`src/rtl/led_gpio_pkg.sv`:
```
// constants and types shared by the led and gpio pin configuration block
package led_gpio_pkg;
	localparam int ADDR_W = 8;
	localparam int DATA_W = 32;
	localparam int NPIN   = 3;
	localparam int CTL_W  = 2;

	// register byte offsets
	localparam logic [ADDR_W-1:0] CFG_OFF  = 8'h24;
	localparam logic [ADDR_W-1:0] STS_OFF  = 8'h30;
	localparam logic [ADDR_W-1:0] MASK_OFF = 8'h34;

	// field positions inside the configuration word
	localparam int SEL_BIT   = 31;
	localparam int CTL10_LSB = 24;
	localparam int CTL9_LSB  = 20;
	localparam int CTL8_LSB  = 16;
	localparam int BUF_LSB   = 8;
	localparam int DIR_LSB   = 4;
	localparam int DATA_LSB  = 0;

	// pin indices inside the three-bit vectors
	localparam int P8  = 0;
	localparam int P9  = 1;
	localparam int P10 = 2;

	localparam logic [DATA_W-1:0] RSVD_MASK = 32'h7CCCF888;
	localparam logic [NPIN-1:0]   BITS_RST  = 3'h0;
	localparam logic              SEL_RST   = 1'h0;
	localparam logic [DATA_W-1:0] ZERO_WORD = 32'h0;

	// pin function codes: gpio, led, first mirror, second mirror
	typedef enum logic [CTL_W-1:0] {
		FN_GPIO,
		FN_LED,
		FN_MIR_A,
		FN_MIR_B
	} pin_fn_e;

	localparam pin_fn_e CTL_RST = FN_GPIO;
endpackage

```
`src/rtl/led_gpio_pin_config.sv`:
```
// led select and gpio 8 to 10 configuration register with pin drive
// Behaviour
// - led select chooses link-activity or link roles
// - led select resets to zero, eeprom load sets image
// - usb or lite reset restores image when eeprom present, else zero
// - bits 25:24 select gpio10 function
// - bits 21:20 select gpio9 function
// - bits 17:16 select gpio8 function
// - gpio9 led code follows current led select
// - mirror codes drive internal signal continuously
// - buffer bit set push-pull, clear open-drain
// - direction bit set output, clear input
// - output pins drive written data bit
// - data read returns live pin state
// - events only from pins set as input
// - wake needs input and wake enable
`timescale 1ns/1ps
module led_gpio_pin_config (
	input  wire logic                              ref_clk,
	input  wire logic                              rst,
	input  wire logic                              usb_reset,
	input  wire logic                              lite_reset,
	input  wire logic                              eeprom_present,
	input  wire logic                              eeprom_load,
	input  wire logic                              eeprom_led_function_select,
	input  wire logic [led_gpio_pkg::ADDR_W-1:0]   addr,
	input  wire logic [led_gpio_pkg::DATA_W-1:0]   wdata,
	input  wire logic                              wr_en,
	input  wire logic                              rd_en,
	output logic      [led_gpio_pkg::DATA_W-1:0]   rdata,
	input  wire logic                              speed_led_n,
	input  wire logic                              link_activity_led_n,
	input  wire logic                              link_led_n,
	input  wire logic                              activity_led_n,
	input  wire logic [3:0]                        mii_rxd,
	input  wire logic                              mii_crs,
	input  wire logic                              phy_reset_n_mirror,
	input  wire logic [led_gpio_pkg::NPIN-1:0]     wake_enable,
	input  wire logic [led_gpio_pkg::NPIN-1:0]     pin_in,
	output logic      [led_gpio_pkg::NPIN-1:0]     pin_out,
	output logic      [led_gpio_pkg::NPIN-1:0]     pin_oe,
	output logic      [led_gpio_pkg::NPIN-1:0]     wake_event,
	output logic                                   irq
);
	import led_gpio_pkg::*;

	logic                led_function_select_r;
	logic                led_image_r;
	pin_fn_e             pin10_function_ctl_r;
	pin_fn_e             pin9_function_ctl_r;
	pin_fn_e             pin8_function_ctl_r;
	logic [NPIN-1:0]     pin_buffer_type_r;
	logic [NPIN-1:0]     pin_direction_r;
	logic [NPIN-1:0]     pin_data_r;
	logic [NPIN-1:0]     pin_prev_r;
	logic [NPIN-1:0]     evt_sts_r;
	logic [NPIN-1:0]     evt_mask_r;
	logic [DATA_W-1:0]   rdata_r;
	logic [NPIN-1:0]     wake_r;
	logic                irq_r;

	wire logic              soft_rst;
	wire logic              sel_restore;
	wire logic              cfg_wr;
	wire logic              mask_wr;
	wire logic              sts_rd;
	wire logic [NPIN-1:0]   pin_change;
	wire logic [NPIN-1:0]   evt_set;
	wire logic [NPIN-1:0]   evt_sts_nxt;
	wire logic [NPIN-1:0]   wake_nxt;
	wire logic [DATA_W-1:0] cfg_word;
	wire logic [DATA_W-1:0] rd_word;
	wire logic              irq_nxt;
	wire logic [NPIN-1:0]   mask_nxt;
	wire logic [NPIN-1:0]   led_v;
	wire logic [NPIN-1:0]   mira_v;
	wire logic [NPIN-1:0]   mirb_v;
	wire pin_fn_e           fn_v [NPIN];

	// register decode
	assign cfg_wr  = wr_en && (addr == CFG_OFF);
	assign mask_wr = wr_en && (addr == MASK_OFF);
	assign sts_rd  = rd_en && (addr == STS_OFF);
	assign soft_rst = usb_reset || lite_reset;

	// restore value comes from the eeprom image when one is present, else SEL_RST
	assign sel_restore = eeprom_present ? led_image_r : SEL_RST;

	// reserved positions are never assembled, so they read zero
	assign cfg_word = (DATA_W'(led_function_select_r) << SEL_BIT)
			| (DATA_W'(pin10_function_ctl_r) << CTL10_LSB)
			| (DATA_W'(pin9_function_ctl_r) << CTL9_LSB)
			| (DATA_W'(pin8_function_ctl_r) << CTL8_LSB)
			| (DATA_W'(pin_buffer_type_r) << BUF_LSB)
			| (DATA_W'(pin_direction_r) << DIR_LSB)
			// live pin level, not the stored data
			| (DATA_W'(pin_in) << DATA_LSB);

	assign rd_word = !rd_en ? ZERO_WORD :
			(addr == CFG_OFF) ? cfg_word :
			(addr == STS_OFF) ? DATA_W'(evt_sts_r) :
			(addr == MASK_OFF) ? DATA_W'(evt_mask_r) : ZERO_WORD;

	// changes on pins whose direction bit is set are not events
	assign pin_change = pin_in ^ pin_prev_r;
	assign evt_set    = pin_change & ~pin_direction_r;
	// set wins over the clear of a status read in the same cycle
	assign evt_sts_nxt = (sts_rd ? BITS_RST : evt_sts_r) | evt_set;
	// wake also needs the external wake enable
	assign wake_nxt = evt_set & wake_enable;
	// irq follows the next status and mask, so it never lags a mask write
	assign mask_nxt = mask_wr ? wdata[NPIN-1:0] : evt_mask_r;
	assign irq_nxt  = |(evt_sts_nxt & mask_nxt);

	// pin roles; only the gpio9 led role depends on led select
	assign led_v[P10] = speed_led_n;
	assign led_v[P9]  = led_function_select_r ? link_led_n : link_activity_led_n;
	assign led_v[P8]  = activity_led_n;
	assign mira_v[P10] = mii_rxd[0];
	assign mirb_v[P10] = mii_rxd[3];
	assign mira_v[P9]  = mii_rxd[1];
	assign mirb_v[P9]  = phy_reset_n_mirror;
	assign mira_v[P8]  = mii_rxd[2];
	assign mirb_v[P8]  = mii_crs;
	assign fn_v[P10] = pin10_function_ctl_r;
	assign fn_v[P9]  = pin9_function_ctl_r;
	assign fn_v[P8]  = pin8_function_ctl_r;

	// power reset clears, eeprom load sets image
	always_ff @(posedge ref_clk) begin
		if (rst) begin
			led_image_r           <= SEL_RST;
			led_function_select_r <= SEL_RST;
		end else if (eeprom_load) begin
			led_image_r           <= eeprom_led_function_select;
			led_function_select_r <= eeprom_led_function_select;
		end else if (soft_rst) begin
			led_function_select_r <= sel_restore;
		end else if (cfg_wr) begin
			led_function_select_r <= wdata[SEL_BIT];
		end
	end

	// function fields reset to gpio; soft resets restore them too
	always_ff @(posedge ref_clk) begin
		if (rst || soft_rst) begin
			pin10_function_ctl_r <= CTL_RST;
			pin9_function_ctl_r  <= CTL_RST;
			pin8_function_ctl_r  <= CTL_RST;
			pin_buffer_type_r    <= BITS_RST;
			pin_direction_r      <= BITS_RST;
			pin_data_r           <= BITS_RST;
		end else if (cfg_wr) begin
			pin10_function_ctl_r <= pin_fn_e'(wdata[CTL10_LSB +: CTL_W]);
			pin9_function_ctl_r  <= pin_fn_e'(wdata[CTL9_LSB +: CTL_W]);
			pin8_function_ctl_r  <= pin_fn_e'(wdata[CTL8_LSB +: CTL_W]);
			pin_buffer_type_r    <= wdata[BUF_LSB +: NPIN];
			pin_direction_r      <= wdata[DIR_LSB +: NPIN];
			pin_data_r           <= wdata[DATA_LSB +: NPIN];
		end
	end

	always_ff @(posedge ref_clk) begin
		if (rst) begin
			// track the pins in reset, so that release shows no false edge
			pin_prev_r <= pin_in;
			evt_sts_r  <= BITS_RST;
			evt_mask_r <= BITS_RST;
			wake_r     <= BITS_RST;
			irq_r      <= 1'b0;
			rdata_r    <= ZERO_WORD;
		end else begin
			pin_prev_r <= pin_in;
			evt_sts_r  <= evt_sts_nxt;
			evt_mask_r <= mask_nxt;
			wake_r  <= wake_nxt;
			irq_r   <= irq_nxt;
			rdata_r <= rd_word;
		end
	end

	assign rdata      = rdata_r;
	assign wake_event = wake_r;
	assign irq        = irq_r;

	genvar gi;
	generate
		for (gi = 0; gi < NPIN; gi++) begin : g_pin
			pin_drive_cell u_cell (
				.ref_clk   (ref_clk),
				.rst       (rst),
				.fn        (fn_v[gi]),
				.dir_out   (pin_direction_r[gi]),
				.push_pull (pin_buffer_type_r[gi]),
				.data      (pin_data_r[gi]),
				.led_val   (led_v[gi]),
				.mir_a     (mira_v[gi]),
				.mir_b     (mirb_v[gi]),
				.out_r     (pin_out[gi]),
				.oe_r      (pin_oe[gi])
			);
		end
	endgenerate
endmodule

```
`src/rtl/pin_drive_cell.sv`:
```
// output value and enable for one configurable pin
`timescale 1ns/1ps
module pin_drive_cell (
	input  wire logic                 ref_clk,
	input  wire logic                 rst,
	input  wire led_gpio_pkg::pin_fn_e fn,
	input  wire logic                 dir_out,
	input  wire logic                 push_pull,
	input  wire logic                 data,
	input  wire logic                 led_val,
	input  wire logic                 mir_a,
	input  wire logic                 mir_b,
	output logic                      out_r,
	output logic                      oe_r
);
	import led_gpio_pkg::*;

	wire logic drive_val;
	wire logic drive_en;
	wire logic out_nxt;
	wire logic oe_nxt;

	assign drive_val = (fn == FN_GPIO) ? data :
			(fn == FN_LED) ? led_val :
			(fn == FN_MIR_A) ? mir_a : mir_b;
	// gpio drives only when set as output
	assign drive_en = (fn != FN_GPIO) || dir_out;
	assign oe_nxt  = drive_en && (push_pull || !drive_val);
	assign out_nxt = push_pull && drive_val;

	always_ff @(posedge ref_clk) begin
		if (rst) begin
			out_r <= 1'b0;
			oe_r  <= 1'b0;
		end else begin
			out_r <= out_nxt;
			oe_r  <= oe_nxt;
		end
	end
endmodule

```
`config.mk`:
```
export PLATFORM = sky130hd
export DESIGN_NAME = led_gpio_pin_config
export DESIGN_NICKNAME = d
export VERILOG_FILES = /design/src/rtl/led_gpio_pkg.sv /design/src/rtl/led_gpio_pin_config.sv /design/src/rtl/pin_drive_cell.sv
export SDC_FILE = /design/constraint.sdc
export NUM_CORES = 1
export LEC_CHECK = 0
export BUFFER_PORTS_ARGS = -buffer_cell sky130_fd_sc_hd__buf_2
export CAP_MARGIN = 10
export CORE_MARGIN = 8
export CORE_UTILIZATION = 45
export DETAILED_ROUTE_END_ITERATION = 8
export PLACE_DENSITY = 0.79
export REMOVE_ABC_BUFFERS = 1
export SLEW_MARGIN = 20
export SYNTH_ARGS = -nofsm -noshare
export SYNTH_HDL_FRONTEND = slang
export SYNTH_SLANG_ARGS = --single-unit
```
`constraint.sdc`:
```
create_clock -name ref_clk -period 2.2 [get_ports ref_clk]
set_clock_uncertainty 0.15 [all_clocks]
set_input_delay 0.22 -clock ref_clk [delete_from_list [all_inputs] [get_ports ref_clk]]
set_output_delay 0.22 -clock ref_clk [all_outputs]
set_load 0.02 [all_outputs]
```
==> results by group <==
Power
  – P_leak: 1.150 nW
  – Power Density: 630.2 mW/mm²
  – Peak supply drop: 0.3821 mV
  – Pwr Total: 1.680 mW

STA
  – Fin crit period: 1773 ps
  – Worst slew pin tran: 602.8 ps
  – Setup_tns: 0 ps
  – Final Cycle Share: 80.58%
  – Fmax: 564.1 MHz
  – Slew HR: 59.24%
  – Final Hold Viols: 0
  – Min setup slack post-route: 427.3 ps
  – Fin. max-slew vios: 0
  – Hold_ws: 1.339 ps
  – # setup viols final: 0
  – Unrepaired setup endpoints after global routing: false

Clocking
  – Clk sinks: 52
  – Post-cts repair resize count: 0
  – Post-CTS setup buffers: 0
  – Clock buffer depth: 2
  – Root Buffer Master: clkbuf_8
  – CTS tree: done
  – CTS Buf Count: 5
  – Reg clk slew, reported paths: 100 ps
  – Clock insertion delay at the later pin of the skew report: 310 ps
  – CTS H-tree depth: 2

Synthesis
  – EDFF count, synth: 0
  – Synthesized cell area: 0.002131 mm²
  – Top-area cell type share of the netlist area: 48.85%
  – YS warnings: 0
  – Average size of a mapped cell: 10.50 µm²
  – Top FF cell, synth: dfxtp_1
  – Largest area contributor in the netlist: dfxtp_1
  – FFs w/ async S/R, synth: 0%
  – Dominant cells by area after synthesis: dfxtp_1 49%, buf_4 7.8%, mux2i_1 7.0%, and2_1 3.8%, nor2_1 3.5%
  – Cells after Synth: 203
  – Distinct cells, synth: 38
  – Synthesized flop and latch total: 52
  – Seq/Total Area, Yosys: 48.85%

Routing
  – Via/cell ratio: 4.787
  – Drt initial violations: 74
  – DRT Pass-1 Iters: 4
  – WL per Instance: 14.32 µm
  – Routed via count: 1618
  – Residual DRC: 0
  – Post-detailed-route count of antenna-violating nets: 0
  – Drt total wl: 4840 µm

Floorplanning
  – Placeable Area: 0.004629 mm²
  – Die Height: 84.81 µm
  – Die area: 0.007193 mm²
  – Initial Utilization: 46.03%
  – Die width: 84.81 µm
  – I/O Pins: 107
  – FP Rows: 25

GRT
  – Largest net degree at the start of global routing: 19
  – Wire length of the first global-routing pass: 7969 µm
  – Global Route met3 Usage: 6.371%
  – GR Util met1: 15.73%
  – GRT Resource Usage Total: 13.76%
  – Vias in the first global route: 1797
  – Most Crowded Layer GR: met2
  – Remaining global-route overflow: 0
  – Antenna violations before repair: 0
  – GR Layer Usage met2: 22.48%

Placed design
  – Port bufs: 74
  – Placed wire-length estimate: 3740 µm
  – DP Worst Slack: 103.8 ps
  – DP Area: 0.002479 mm²
  – Final Wtd Congestion: 0.7930
  – Placed Cells: 321

Critical path
  – R2R Path End: g_pin[1].u_cell.oe_r
  – Crit Path Category: in2reg
  – CP Data Arrival Time: 1820 ps
  – Reg2Reg Depth: 3
  – CP max FO: 5
  – CP Launch Type: input pin
  – Worst path required time: 2250 ps
  – FF-to-FF Start: led_function_select_r
  – CP endpoint kind: register
  – Reg2Reg Setup Slack: 520 ps

Layout
  – Final Util: 57.57%
  – Area of the multi-input gates: 910.9 µm²
  – Post-route insts no fill: 338
  – Fin nets: 348
  – Storage cell area: 0.001041 mm²
  – Layout cells sized above 1: 35.56%
  – Finished layout cell area: 0.002665 mm²
  – Commonest non-fill, non-tap cell in the layout: buf_2
  – # diodes: 0
  – Fill cells: 423
  – Most frequent cells in the layout: 74 x buf_2, 52 x dfxtp_1, 20 x nor2_1
  – Area growth syn-to-layout: 25.07%

Worst hold path
  – HP Start: wdata[20]
  – Hold Path Sink: pin9_function_ctl_r[0]
  – Hold Path Depth: 3
  – Hold/Removal Path Class: in2reg

Status
  – Status: finished clean

Job
  – Max-Cap Viols: 0
## layout make-up
type	count	share of cell area, %
Clock buffer	5	2.582
Clock inverter	3	1.033
Inverter	5	0.7042
Multi-Input combinational cell	130	34.18
Sequential cell	52	39.06
Tap cell	54	2.535
Timing Repair Buffer	89	19.91
## repair_timing
action / in CTS / in global routing
endpoints found under the setup margin: 0 / 0
hold buffers: 9 / 0
endpoints found under the hold margin: 9 / 0
## critical path, cell delays in order
cell and delay (ps):
buf_2 100, or4b_1 560, buf_4 190, o31ai_1 330, a221oi_1 130, a221o_1 280
## report_power, final
part | switching, mW | internal, mW
sequential | 0.00609 | 0.954
combinational | 0.0864 | 0.0709
clock | 0.328 | 0.234
total | 0.421 | 1.26
## registers in the layout (all words and copies together), names as in the netlist
register and flops:
evt_mask_r 3, evt_sts_r 3, g_pin.u_cell.oe_r 3, g_pin.u_cell.out_r 3, irq 1, led_function_select_r 1, led_image_r 1, pin10_function_ctl_r 2
pin8_function_ctl_r 2, pin9_function_ctl_r 2, pin_buffer_type_r 3, pin_data_r 3, pin_direction_r 3, pin_prev_r 3, rdata 16, wake_event 3
## kinds of logic after synthesis
logic type / synth area share, %
and+or+nand+nor: 19.08
DFF: 48.86
buffers and inverters: 11.04
muxes: 13.39
AOI/OAI and AO/OA: 6.224
xor gates and xnor gates: 1.233
other: 0.1760
## synth_stat cells (3+ instances only)
cell type   n
dfxtp_1    52
buf_4      22
nor2_1     20
mux2i_1    15
and2_1     13
a21oi_1     9
mux2_2      6
nor3b_1     6
inv_1       5
nand2b_1    5
clkbuf_1    4
nand2_1     4
nor3_1      4
o31ai_1     4
a211oi_1    3
mux4_2      3
xor2_1      3
## worst max path at each step
stage | endpoint | slack [ps] | depth (start not counted) | start
finish | irq | 430 | 6 | addr[7]
global route | irq | 300 | 5 | addr[7]
CTS | irq | 440 | 6 | addr[7]
detailed placement | irq | 100 | 6 | addr[7]
global placement | irq | 120 | 6 | addr[7]
floorplan | pin10_function_ctl_r[0] | 100 | 4 | addr[7]
## per-layer routing
metal	share of wire, %	routed length, µm
met5	0	0
met4	1.1	52
met2	44	2143
met3	8.6	417
met1	46	2226
No activity file was read; power rests on OpenSTA's default activity.
